[src/core/wtc_map.svh]
`ifndef WTC_MAP_SVH
`define WTC_MAP_SVH

// Sample clock
`define WTC_CLK_HZ        10000000
`define WTC_CLK_NS        100

// Start-to-start timer limits
`define WTC_TIMER_MIN_NS  200
`define WTC_TIMER_MIN_CYC ((`WTC_TIMER_MIN_NS + `WTC_CLK_NS - 1) / `WTC_CLK_NS)
`define WTC_TIMER_MAX_S   20
`define WTC_TIMER_MAX_CYC (`WTC_TIMER_MAX_S * `WTC_CLK_HZ)

// Counted limits, in sample clock periods or output cycles
`define WTC_DELAY_MAX     8000000
`define WTC_RETRIG_MIN    152
`define WTC_RETRIG_MAX    8000000
`define WTC_BURST_MIN     1
`define WTC_BURST_MAX     1000000

// Reset values
`define WTC_RST_STATE     3'h0

`endif

[src/core/wtc_pkg.sv]
package wtc_pkg;

    typedef enum logic [1:0] {
        WTC_RUN_CONT = 2'b00,
        WTC_RUN_TRIG = 2'b01,
        WTC_RUN_GATE = 2'b10
    } wtc_run_t;

    typedef enum logic [1:0] {
        WTC_SRC_EXT   = 2'b00,
        WTC_SRC_BUS   = 2'b01,
        WTC_SRC_EVENT = 2'b10,
        WTC_SRC_TIMER = 2'b11
    } wtc_src_t;

    typedef enum logic [1:0] {
        WTC_EDGE_RISE = 2'b00,
        WTC_EDGE_FALL = 2'b01,
        WTC_EDGE_BOTH = 2'b10
    } wtc_edge_t;

    typedef enum logic [1:0] {
        WTC_WID_OFF      = 2'b00,
        WTC_WID_WIDER    = 2'b01,
        WTC_WID_NARROWER = 2'b10,
        WTC_WID_BETWEEN  = 2'b11
    } wtc_width_t;

    typedef enum logic [1:0] {
        WTC_TMR_OFF   = 2'b00,
        WTC_TMR_START = 2'b01,
        WTC_TMR_STOP  = 2'b10
    } wtc_tmode_t;

    typedef enum logic [2:0] {
        WTC_ST_IDLE  = 3'b000,
        WTC_ST_HOLD  = 3'b001,
        WTC_ST_ARMED = 3'b010,
        WTC_ST_DELAY = 3'b011,
        WTC_ST_PLAY  = 3'b100,
        WTC_ST_GAP   = 3'b101
    } wtc_state_t;

endpackage

[src/core/wtc_trigger_ctrl.sv]
`timescale 1ns/1ps
`include "wtc_map.svh"
module wtc_trigger_ctrl #(
    parameter logic [22:0] DELAY_MAX     = 23'(`WTC_DELAY_MAX),
    parameter logic [22:0] RETRIG_MAX    = 23'(`WTC_RETRIG_MAX),
    parameter logic [19:0] BURST_MAX     = 20'(`WTC_BURST_MAX),
    parameter logic [27:0] TIMER_MAX_CYC = 28'(`WTC_TIMER_MAX_CYC),
    parameter int          WIDTH_W       = 16
) (
    input  wire logic                  clk_sys,
    input  wire logic                  rst,
    input  wire logic                  trig_in_pin,
    input  wire logic                  event_in_pin,
    input  wire logic                  manual_trigger_button,
    input  wire logic                  bus_trigger,
    input  wire wtc_pkg::wtc_run_t     run_mode,
    input  wire wtc_pkg::wtc_src_t     src_sel,
    input  wire wtc_pkg::wtc_edge_t    trig_edge,
    input  wire logic                  event_fall,
    input  wire logic                  arm_en,
    input  wire logic                  override_en,
    input  wire logic                  seq_playing,
    input  wire wtc_pkg::wtc_width_t   width_mode,
    input  wire logic [WIDTH_W-1:0]    width_lo,
    input  wire logic [WIDTH_W-1:0]    width_hi,
    input  wire logic                  holdoff_en,
    input  wire logic [22:0]           holdoff_cycles,
    input  wire logic [22:0]           start_delay,
    input  wire wtc_pkg::wtc_tmode_t   timer_mode,
    input  wire logic [27:0]           timer_period,
    input  wire logic [22:0]           retrig_delay,
    input  wire logic [19:0]           burst_count,
    input  wire logic                  cycle_done,
    output logic                       wave_start_r,
    output logic                       playing_r,
    output logic                       out_enable_r,
    output logic                       hold_last_r
);
    import wtc_pkg::*;

    localparam logic [27:0] TIMER_MIN_CYC = 28'(`WTC_TIMER_MIN_CYC);
    localparam logic [22:0] RETRIG_MIN    = 23'(`WTC_RETRIG_MIN);
    localparam logic [19:0] BURST_MIN     = 20'(`WTC_BURST_MIN);

    logic [2:0]  sync1_r;
    logic [2:0]  sync2_r;
    logic        man_prev_r;
    logic        external_source_select;
    logic        trig_en;
    logic        evt_en;
    logic        man_en;
    logic        bus_en;
    logic        tim_en;
    logic        trig_hit;
    logic        evt_hit;
    logic        man_hit;
    logic        bus_hit;
    logic        tim_hit;
    wtc_edge_t   evt_edge;
    logic [27:0] tim_period;
    logic [27:0] tim_cnt_r;
    logic [27:0] tim_cnt_nxt;
    logic        tim_run;
    logic        trig_mode;
    logic        acc_any;
    logic        delay_src;
    logic        hold_src;
    logic        ovr_ok;
    logic        retrig_on;
    logic        kick;
    logic [22:0] dly_eff;
    logic [22:0] rtg_eff;
    logic [19:0] burst_eff;
    wtc_state_t  go_st;
    logic        go_start;
    wtc_state_t  st_r;
    wtc_state_t  st_nxt;
    logic [22:0] cnt_r;
    logic [22:0] cnt_nxt;
    logic [19:0] burst_r;
    logic [19:0] burst_nxt;
    logic        start_nxt;
    logic        playing_nxt;
    logic        cont_rel_r;
    logic        cont_rel_nxt;
    logic        gate_r;
    logic        gate_nxt;
    logic        out_en_nxt;

    // Pins and the button are asynchronous to the sample clock
    always_ff @(posedge clk_sys or posedge rst) begin
        if (rst) begin
            sync1_r    <= 3'h0;
            sync2_r    <= 3'h0;
            man_prev_r <= 1'b0;
        end else begin
            sync1_r    <= {manual_trigger_button, event_in_pin, trig_in_pin};
            sync2_r    <= sync1_r;
            man_prev_r <= sync2_r[2];
        end
    end

    always_comb begin
        external_source_select = (src_sel == WTC_SRC_EXT);
        trig_en   = external_source_select;
        evt_en    = (src_sel == WTC_SRC_EVENT);
        man_en    = external_source_select && (run_mode == WTC_RUN_TRIG);
        bus_en    = (src_sel == WTC_SRC_BUS) && (run_mode != WTC_RUN_GATE);
        tim_en    = (src_sel == WTC_SRC_TIMER) && (run_mode == WTC_RUN_TRIG);
        evt_edge  = event_fall ? WTC_EDGE_FALL : WTC_EDGE_RISE;
        man_hit   = man_en && sync2_r[2] && !man_prev_r;
        bus_hit   = bus_en && bus_trigger;
    end

    wtc_width_qual #(.W(WIDTH_W)) u_trig_qual (
        .clk_sys    (clk_sys),
        .rst        (rst),
        .en         (trig_en),
        .sig        (sync2_r[0]),
        .edge_sel   (trig_edge),
        .width_mode (width_mode),
        .width_lo   (width_lo),
        .width_hi   (width_hi),
        .hit_r      (trig_hit)
    );

    // Width qualification is not offered on the event input
    wtc_width_qual #(.W(WIDTH_W)) u_evt_qual (
        .clk_sys    (clk_sys),
        .rst        (rst),
        .en         (evt_en),
        .sig        (sync2_r[1]),
        .edge_sel   (evt_edge),
        .width_mode (WTC_WID_OFF),
        .width_lo   ({WIDTH_W{1'b0}}),
        .width_hi   ({WIDTH_W{1'b0}}),
        .hit_r      (evt_hit)
    );

    // Limits are clamped here rather than trusted from the control side
    always_comb begin
        if (timer_period < TIMER_MIN_CYC) begin
            tim_period = TIMER_MIN_CYC;
        end else if (timer_period > TIMER_MAX_CYC) begin
            tim_period = TIMER_MAX_CYC;
        end else begin
            tim_period = timer_period;
        end
        dly_eff   = (start_delay > DELAY_MAX) ? DELAY_MAX : start_delay;
        if (retrig_delay < RETRIG_MIN) begin
            rtg_eff = RETRIG_MIN;
        end else if (retrig_delay > RETRIG_MAX) begin
            rtg_eff = RETRIG_MAX;
        end else begin
            rtg_eff = retrig_delay;
        end
        if (burst_count < BURST_MIN) begin
            burst_eff = BURST_MIN;
        end else if (burst_count > BURST_MAX) begin
            burst_eff = BURST_MAX;
        end else begin
            burst_eff = burst_count;
        end
    end

    // Free-running start-to-start generator; ticks during playback are dropped
    always_comb begin
        tim_run = tim_en && (timer_mode == WTC_TMR_START);
        tim_hit = tim_run && (tim_cnt_r == 28'h1);
        if (!tim_run) begin
            tim_cnt_nxt = tim_period;
        end else if (tim_cnt_r <= 28'h1) begin
            tim_cnt_nxt = tim_period;
        end else begin
            tim_cnt_nxt = tim_cnt_r - 28'h1;
        end
    end

    always_ff @(posedge clk_sys or posedge rst) begin
        if (rst) begin
            tim_cnt_r <= 28'h0;
        end else begin
            tim_cnt_r <= tim_cnt_nxt;
        end
    end

    // Per-source features of the triggered engine
    always_comb begin
        trig_mode = (run_mode == WTC_RUN_TRIG);
        acc_any   = trig_mode && (trig_hit || man_hit || bus_hit || evt_hit || tim_hit);
        delay_src = trig_hit || man_hit || bus_hit;
        hold_src  = (trig_hit || bus_hit) && holdoff_en;
        ovr_ok    = (trig_hit || man_hit || bus_hit) && override_en && !seq_playing;
        retrig_on = ((src_sel == WTC_SRC_EVENT) || (src_sel == WTC_SRC_TIMER))
                    && (timer_mode == WTC_TMR_STOP);
        kick      = tim_en && (timer_mode == WTC_TMR_STOP);
        go_start  = !(delay_src && (dly_eff != 23'h0));
        go_st     = go_start ? WTC_ST_PLAY : WTC_ST_DELAY;
    end

    always_comb begin
        st_nxt    = st_r;
        cnt_nxt   = cnt_r;
        burst_nxt = burst_r;
        start_nxt = 1'b0;
        unique case (st_r)
            WTC_ST_IDLE: begin
                if (acc_any && hold_src) begin
                    st_nxt  = (holdoff_cycles != 23'h0) ? WTC_ST_HOLD : WTC_ST_ARMED;
                    cnt_nxt = holdoff_cycles;
                end else if (acc_any) begin
                    st_nxt    = go_st;
                    cnt_nxt   = dly_eff;
                    burst_nxt = burst_eff;
                    start_nxt = go_start;
                end else if (kick) begin
                    st_nxt    = WTC_ST_PLAY;
                    burst_nxt = burst_eff;
                    start_nxt = 1'b1;
                end
            end
            WTC_ST_HOLD: begin
                if (acc_any && ovr_ok) begin
                    cnt_nxt = holdoff_cycles;
                end else if (cnt_r <= 23'h1) begin
                    st_nxt = WTC_ST_ARMED;
                end else begin
                    cnt_nxt = cnt_r - 23'h1;
                end
            end
            WTC_ST_ARMED: begin
                if (acc_any) begin
                    st_nxt    = go_st;
                    cnt_nxt   = dly_eff;
                    burst_nxt = burst_eff;
                    start_nxt = go_start;
                end
            end
            WTC_ST_DELAY, WTC_ST_GAP: begin
                if ((st_r == WTC_ST_DELAY) && acc_any && ovr_ok) begin
                    cnt_nxt = dly_eff;
                end else if (cnt_r <= 23'h1) begin
                    st_nxt    = WTC_ST_PLAY;
                    burst_nxt = burst_eff;
                    start_nxt = 1'b1;
                end else begin
                    cnt_nxt = cnt_r - 23'h1;
                end
            end
            WTC_ST_PLAY: begin
                if (acc_any && ovr_ok) begin
                    st_nxt    = go_st;
                    cnt_nxt   = dly_eff;
                    burst_nxt = burst_eff;
                    start_nxt = go_start;
                end else if (cycle_done && (burst_r > 20'h1)) begin
                    burst_nxt = burst_r - 20'h1;
                    start_nxt = 1'b1;
                end else if (cycle_done && retrig_on) begin
                    st_nxt  = WTC_ST_GAP;
                    cnt_nxt = rtg_eff;
                end else if (cycle_done) begin
                    st_nxt = WTC_ST_IDLE;
                end
            end
            default: st_nxt = WTC_ST_IDLE;
        endcase
        playing_nxt = (st_nxt == WTC_ST_PLAY);
    end

    // Continuous-armed release takes trigger, event and bus hits; gated level toggles on trigger and event hits only
    always_comb begin
        cont_rel_nxt = (run_mode == WTC_RUN_CONT) && arm_en
                       && (cont_rel_r || trig_hit || evt_hit || bus_hit);
        gate_nxt     = (run_mode == WTC_RUN_GATE) ? (gate_r ^ (trig_hit || evt_hit)) : 1'b0;
        unique case (run_mode)
            WTC_RUN_CONT: out_en_nxt = !arm_en || cont_rel_nxt;
            WTC_RUN_TRIG: out_en_nxt = playing_nxt;
            WTC_RUN_GATE: out_en_nxt = gate_nxt;
            default:      out_en_nxt = 1'b0;
        endcase
    end

    always_ff @(posedge clk_sys or posedge rst) begin
        if (rst) begin
            st_r         <= wtc_state_t'(`WTC_RST_STATE);
            cnt_r        <= 23'h0;
            burst_r      <= 20'h0;
            wave_start_r <= 1'b0;
            playing_r    <= 1'b0;
            cont_rel_r   <= 1'b0;
            gate_r       <= 1'b0;
            out_enable_r <= 1'b0;
            hold_last_r  <= 1'b0;
        end else begin
            st_r         <= st_nxt;
            cnt_r        <= cnt_nxt;
            burst_r      <= burst_nxt;
            wave_start_r <= start_nxt;
            playing_r    <= playing_nxt;
            cont_rel_r   <= cont_rel_nxt;
            gate_r       <= gate_nxt;
            out_enable_r <= out_en_nxt;
            hold_last_r  <= trig_mode && !playing_nxt;
        end
    end
endmodule

[src/core/wtc_width_qual.sv]
`timescale 1ns/1ps
module wtc_width_qual #(
    parameter int W = 16
) (
    input  wire logic                clk_sys,
    input  wire logic                rst,
    input  wire logic                en,
    input  wire logic                sig,
    input  wire wtc_pkg::wtc_edge_t  edge_sel,
    input  wire wtc_pkg::wtc_width_t width_mode,
    input  wire logic [W-1:0]        width_lo,
    input  wire logic [W-1:0]        width_hi,
    output logic                     hit_r
);
    import wtc_pkg::*;

    logic         prev_r;
    logic         prev_nxt;
    logic         meas_r;
    logic         meas_nxt;
    logic         hit_nxt;
    logic [W-1:0] cnt_r;
    logic [W-1:0] cnt_nxt;
    logic         rise;
    logic         fall;
    logic         open_e;
    logic         close_e;
    logic         fits;

    always_comb begin
        rise    = sig & ~prev_r;
        fall    = ~sig & prev_r;
        open_e  = (edge_sel == WTC_EDGE_FALL) ? fall : rise;
        close_e = (edge_sel == WTC_EDGE_FALL) ? rise : fall;
        unique case (width_mode)
            WTC_WID_OFF:      fits = 1'b0;
            WTC_WID_WIDER:    fits = (cnt_r > width_lo);
            WTC_WID_NARROWER: fits = (cnt_r < width_lo);
            WTC_WID_BETWEEN:  fits = (cnt_r > width_lo) && (cnt_r < width_hi);
        endcase
        prev_nxt = sig;
        meas_nxt = meas_r;
        cnt_nxt  = cnt_r;
        hit_nxt  = 1'b0;
        // Disabled input is ignored before any edge is looked at
        if (!en) begin
            meas_nxt = 1'b0;
            cnt_nxt  = '0;
        end else if (width_mode == WTC_WID_OFF) begin
            unique case (edge_sel)
                WTC_EDGE_RISE: hit_nxt = rise;
                WTC_EDGE_FALL: hit_nxt = fall;
                WTC_EDGE_BOTH: hit_nxt = rise | fall;
                default:       hit_nxt = 1'b0;
            endcase
        end else if (open_e) begin
            meas_nxt = 1'b1;
            cnt_nxt  = {{(W-1){1'b0}}, 1'b1};
        end else if (meas_r && close_e) begin
            meas_nxt = 1'b0;
            hit_nxt  = fits;
        end else if (meas_r && (cnt_r != '1)) begin
            // Saturates so a very long pulse still reads as wider than any limit below all ones
            cnt_nxt = cnt_r + {{(W-1){1'b0}}, 1'b1};
        end
    end

    always_ff @(posedge clk_sys or posedge rst) begin
        if (rst) begin
            prev_r <= 1'b0;
            meas_r <= 1'b0;
            cnt_r  <= '0;
            hit_r  <= 1'b0;
        end else begin
            prev_r <= prev_nxt;
            meas_r <= meas_nxt;
            cnt_r  <= cnt_nxt;
            hit_r  <= hit_nxt;
        end
    end

endmodule

[config.mk]
export PLATFORM = sky130hd
export DESIGN_NAME = wtc_trigger_ctrl
export DESIGN_NICKNAME = d
export VERILOG_FILES = /design/src/core/wtc_pkg.sv /design/src/core/wtc_trigger_ctrl.sv /design/src/core/wtc_width_qual.sv
export VERILOG_INCLUDE_DIRS = /design/src /design/src/core
export SDC_FILE = /design/constraint.sdc
export NUM_CORES = 1
export LEC_CHECK = 0
export ABC_AREA = 0
export BUFFER_PORTS_ARGS = -buffer_cell sky130_fd_sc_hd__buf_2
export CAP_MARGIN = 20
export CORE_MARGIN = 5
export CORE_UTILIZATION = 59
export DETAILED_ROUTE_END_ITERATION = 16
export GPL_ROUTABILITY_DRIVEN = 0
export PLACE_DENSITY_LB_ADDON = 0.3
export SLEW_MARGIN = 5
export SYNTH_ARGS = -nofsm -noshare
export SYNTH_HDL_FRONTEND = slang
export SYNTH_HIERARCHICAL = 1
export SYNTH_SLANG_ARGS = --single-unit
[constraint.sdc]
create_clock -name clk_sys -period 9.5 [get_ports clk_sys]
set_input_delay 1.425 -clock clk_sys [delete_from_list [all_inputs] [get_ports clk_sys]]
set_output_delay 1.425 -clock clk_sys [all_outputs]
set_load 0.05 [all_outputs]
==> results.md <==
* Final min period at 4010 ps
* Crit path required time at 9850 ps
* RSZ-0062 raised after global routing: false
* Area share of the largest cell type after synthesis at between 20% and 30%
* # setup viols final at 0
* Worst R2R Start: tim_cnt_r[6]$_DFF_PP0_
* Largest net degree at the start of global routing at 68
* Initial Utilization at about three fifths
* Crit share post-route at 42.2%
* DRC viols at 0
* Min-delay src: sync1_r[2]$_DFF_PP0_
* Avg WL per Cell at about 19 um
* Max clock buf depth at 2
* Synth Warn # at 6
* Clk slew on worst S/H paths at 60 ps
* # clock sinks at roughly 130
* Max Freq at about 250 MHz
* Layout cells sized above 1 at approximately 16%
* Max-slew violations at 0
* R2R depth at 6
* Critical path type: reg -> reg
* Chip Width at ~140 um
* Final WL at approximately 35,000 um
* Routed Antenna Nets at 0
* Final hold violation count at 0
* Seq/Total Area, Yosys at between 20% and 30%
* Hold buffer count at CTS at 0
* Syn avg cell area at between 7 and 8 um^2
* Worst slack, placed at roughly 4900 ps
* Synth top area cells: dfrtp_1 (29%), ha_1 (8.6%), nor2_1 (5.2%)
* Hpwl dp at around 26,000 um
* Synth-to-Final Area Change at 17.8%
* I/O pin cnt at around 180
* GR Overflow Total at 0
* Post-synth top flop: dfrtp_1
* Post-cts sizing count at 0
* TritonCTS Buffers at 17
* Worst setup margin at 5490 ps
* Worst skew pair latency at 420 ps
* Rel. slew slack at between 20 and 30%
* Final hold slack at approximately 350 ps
* Die Area at approximately 21,000 um^2
* Crit Path Max Fanout at 17
* Status: finished clean
* Via count at approximately 12,000
* Row Count at 49
* 1st-iter DRT viols at between 1,000 and 1,500
* R2r endpoint: tim_cnt_r[26]$_DFF_PP0_
* Post-synth cell types at 89
* Hold depth at 0
* Initial antenna violation count at 3
* Setup TNS at 0 ps
* Clock root buffer: clkbuf_16
* Crit path capture type: flip-flop
* Worst vdd ir at approximately 0.00015 V
* Power per cell area at between 200 and 250 nW/um^2
* CTS tree: built
* Post-synth EDFFs at 0
* R2r setup slk at about 5500 ps
* Maximum Capacitance Violations at 0
* Core Area at 18,000 um^2
* IO buf count at about 170
* First-pass GRT wire length at roughly 55,000 um
* Vias in the first global route at 11,200
* Post-layout nets at approximately 1,800
* Post-synth ARST share at 100%
* Worst hold-check path type: reg -> reg
* Synth Register Bits at about 130
* Via/cell ratio at around 6.6
* Mapped Area at about 11,000 um^2
* Worst Hold Endpoint: sync2_r[2]$_DFF_PP0_
* Leakage at around 5.5 nW
* Fin Clk Skew at about 12 ps
* Die height at between 100 and 150 um
* Worst Path Arrival at ~4400 ps
* DR pass1 iterations at 6
* Htree depth at 4
* Yosys top cell by area: dfrtp_1
* Gr usage total at about a third
* Postcts setup bufs at 0
* Startpoint types: flip-flop
* Worst slew pin tran at 1060 ps
* Synth Instances at around 1,400
worst max path at each step:
stage,end,start,depth (start not counted),slack [ps]
after CTS,out_enable_r$_DFF_PP0_,src_sel[1],8,5330
after floorplan,burst_r[0]$_DFFE_PP0P_,rst,1,5820
after global placement,cnt_r[19]$_DFFE_PP0P_,src_sel[1],8,5000
after global routing,cnt_r[13]$_DFFE_PP0P_,src_sel[1],8,5270
after detailed placement,out_enable_r$_DFF_PP0_,src_sel[1],8,4910
final,tim_cnt_r[26]$_DFF_PP0_,tim_cnt_r[6]$_DFF_PP0_,6,5490
metrics by stage:
| step | std cells | cell area, um^2 | power, mW | utilization (%) |
|---|---|---|---|---|
| floorplan | 1401 | 10900 | 1.54 | - |
| global placement | 1770 | 12000 | 1.80 | 66.6 |
| detailed placement | 1770 | 12000 | 1.82 | 66.6 |
| CTS | 1801 | 12600 | 2.57 | 70.2 |
| global route | 1804 | 12600 | 2.76 | 70.4 |
| finish | 1805 | 12600 | 2.61 | 70.4 |
cells in the mapped netlist (6+ instances only):
cell,count
mux2i_1,7
a21o_1,6
o22ai_1,7
a211o_1,9
ha_1,74
nand3_1,51
clkbuf_1,31
nand2_1,96
nand2b_1,9
dfrtp_1,125
xnor2_1,29
nor4_1,38
a222oi_1,8
a2bb2oi_1,7
or2_2,7
o211ai_1,10
a22oi_1,9
a22o_1,17
and3_1,24
or3_1,15
o21ai_1,35
nor2b_1,13
a21oi_1,86
nor2_1,148
nand3b_1,8
a31oi_1,15
or4_1,12
o21ai_0,87
a211oi_1,16
and2_1,10
o31ai_1,8
buf_1,6
nand4_1,26
inv_1,93
nor3b_1,6
buf_2,7
xor2_1,25
nor4b_1,6
a32oi_1,8
nor3_1,59
layout make-up:
| type | instances | area, um^2 |
|---|---|---|
| flip-flops and latches | 125 | 3130 |
| well taps | 229 | 287 |
| inverters | 94 | 354 |
| clock inverters | 9 | 184 |
| clock buffers | 22 | 474 |
| multi-input cells | 1136 | 7230 |
| repair buffers | 188 | 981 |
| diodes | 2 | 5.00 |
| fillers | 1417 | 5320 |
cells in the final DEF, fill, tap and decap left out, types with 7 or more instances in the layout:
master and instances:
a211o_1 9, a211oi_1 16, a21oi_1 86, a222oi_1 8
a22o_1 17, a22oi_1 9, a2bb2oi_1 7, a31oi_1 15
a32oi_1 8, and2_1 10, and3_1 24, buf_2 174
buf_4 12, clkbuf_16 17, conb_1 45, dfrtp_1 125
ha_1 74, inv_1 92, mux2i_1 7, nand2_1 96
nand2b_1 9, nand3_1 51, nand3b_1 8, nand4_1 26
nor2_1 148, nor2b_1 13, nor3_1 59, nor4_1 38
o211ai_1 10, o21ai_0 86, o21ai_1 35, o22ai_1 7
o31ai_1 8, or2_2 7, or3_1 15, or4_1 12
xnor2_1 29, xor2_1 25
registers in the layout, indices dropped and copies added, names as in the netlist:
| signal | cells |
|---|---|
| u_trig_qual/meas_r | 1 |
| sync1_r | 3 |
| u_evt_qual/hit_r | 1 |
| u_evt_qual/prev_r | 1 |
| cont_rel_r | 1 |
| u_evt_qual/meas_r | 1 |
| gate_r | 1 |
| u_trig_qual/hit_r | 1 |
| u_trig_qual/cnt_r | 16 |
| wave_start_r | 1 |
| tim_cnt_r | 28 |
| playing_r | 1 |
| u_trig_qual/prev_r | 1 |
| hold_last_r | 1 |
| burst_r | 20 |
| out_enable_r | 1 |
| st_r | 3 |
| man_prev_r | 1 |
| cnt_r | 23 |
| sync2_r | 3 |
| u_evt_qual/cnt_r | 16 |
cell families (layout without fill, tap and decap cells):
logic type	after synthesis	count (layout)	share of synthesized area [%]
other	1	47	0.0349
muxes	7	7	0.653
DFF	125	125	29.2
and+or+nand+nor	554	554	26.6
buffers and inverters	140	313	5.06
adders and majority gates	74	74	8.63
AOI/OAI and AO/OA	402	402	25.4
xor gates and xnor gates	54	54	4.41
power breakdown:
group          internal (mW)  leakage (nW)  switching (mW)  total, mW
Clock                  0.487         0.317           0.250      0.736
Combinational          0.410          3.64           0.654       1.06
Sequential             0.650          1.58           0.161      0.811
Total                   1.55          5.54            1.07       2.61
routing by layer:
| metal | track usage [%] | share of wire, % | vias to the layer above |
|---|---|---|---|
| li1 | - | - | 5465 |
| met1 | 44.9 | 40 | 5440 |
| met5 | 0 | 0.078 | - |
| met4 | 13.2 | 3.6 | 4 |
| met2 | 49.5 | 44 | 776 |
| met3 | 9.66 | 13 | 142 |
critical path, cell delays in order, from the launching register on:
cell	delay, ps
dfrtp_1	420
or4_4	580
or4_1	620
o41ai_4	870
inv_2	330
nor3_2	850
a22o_1	280
Power figures use the tool's default switching activity.
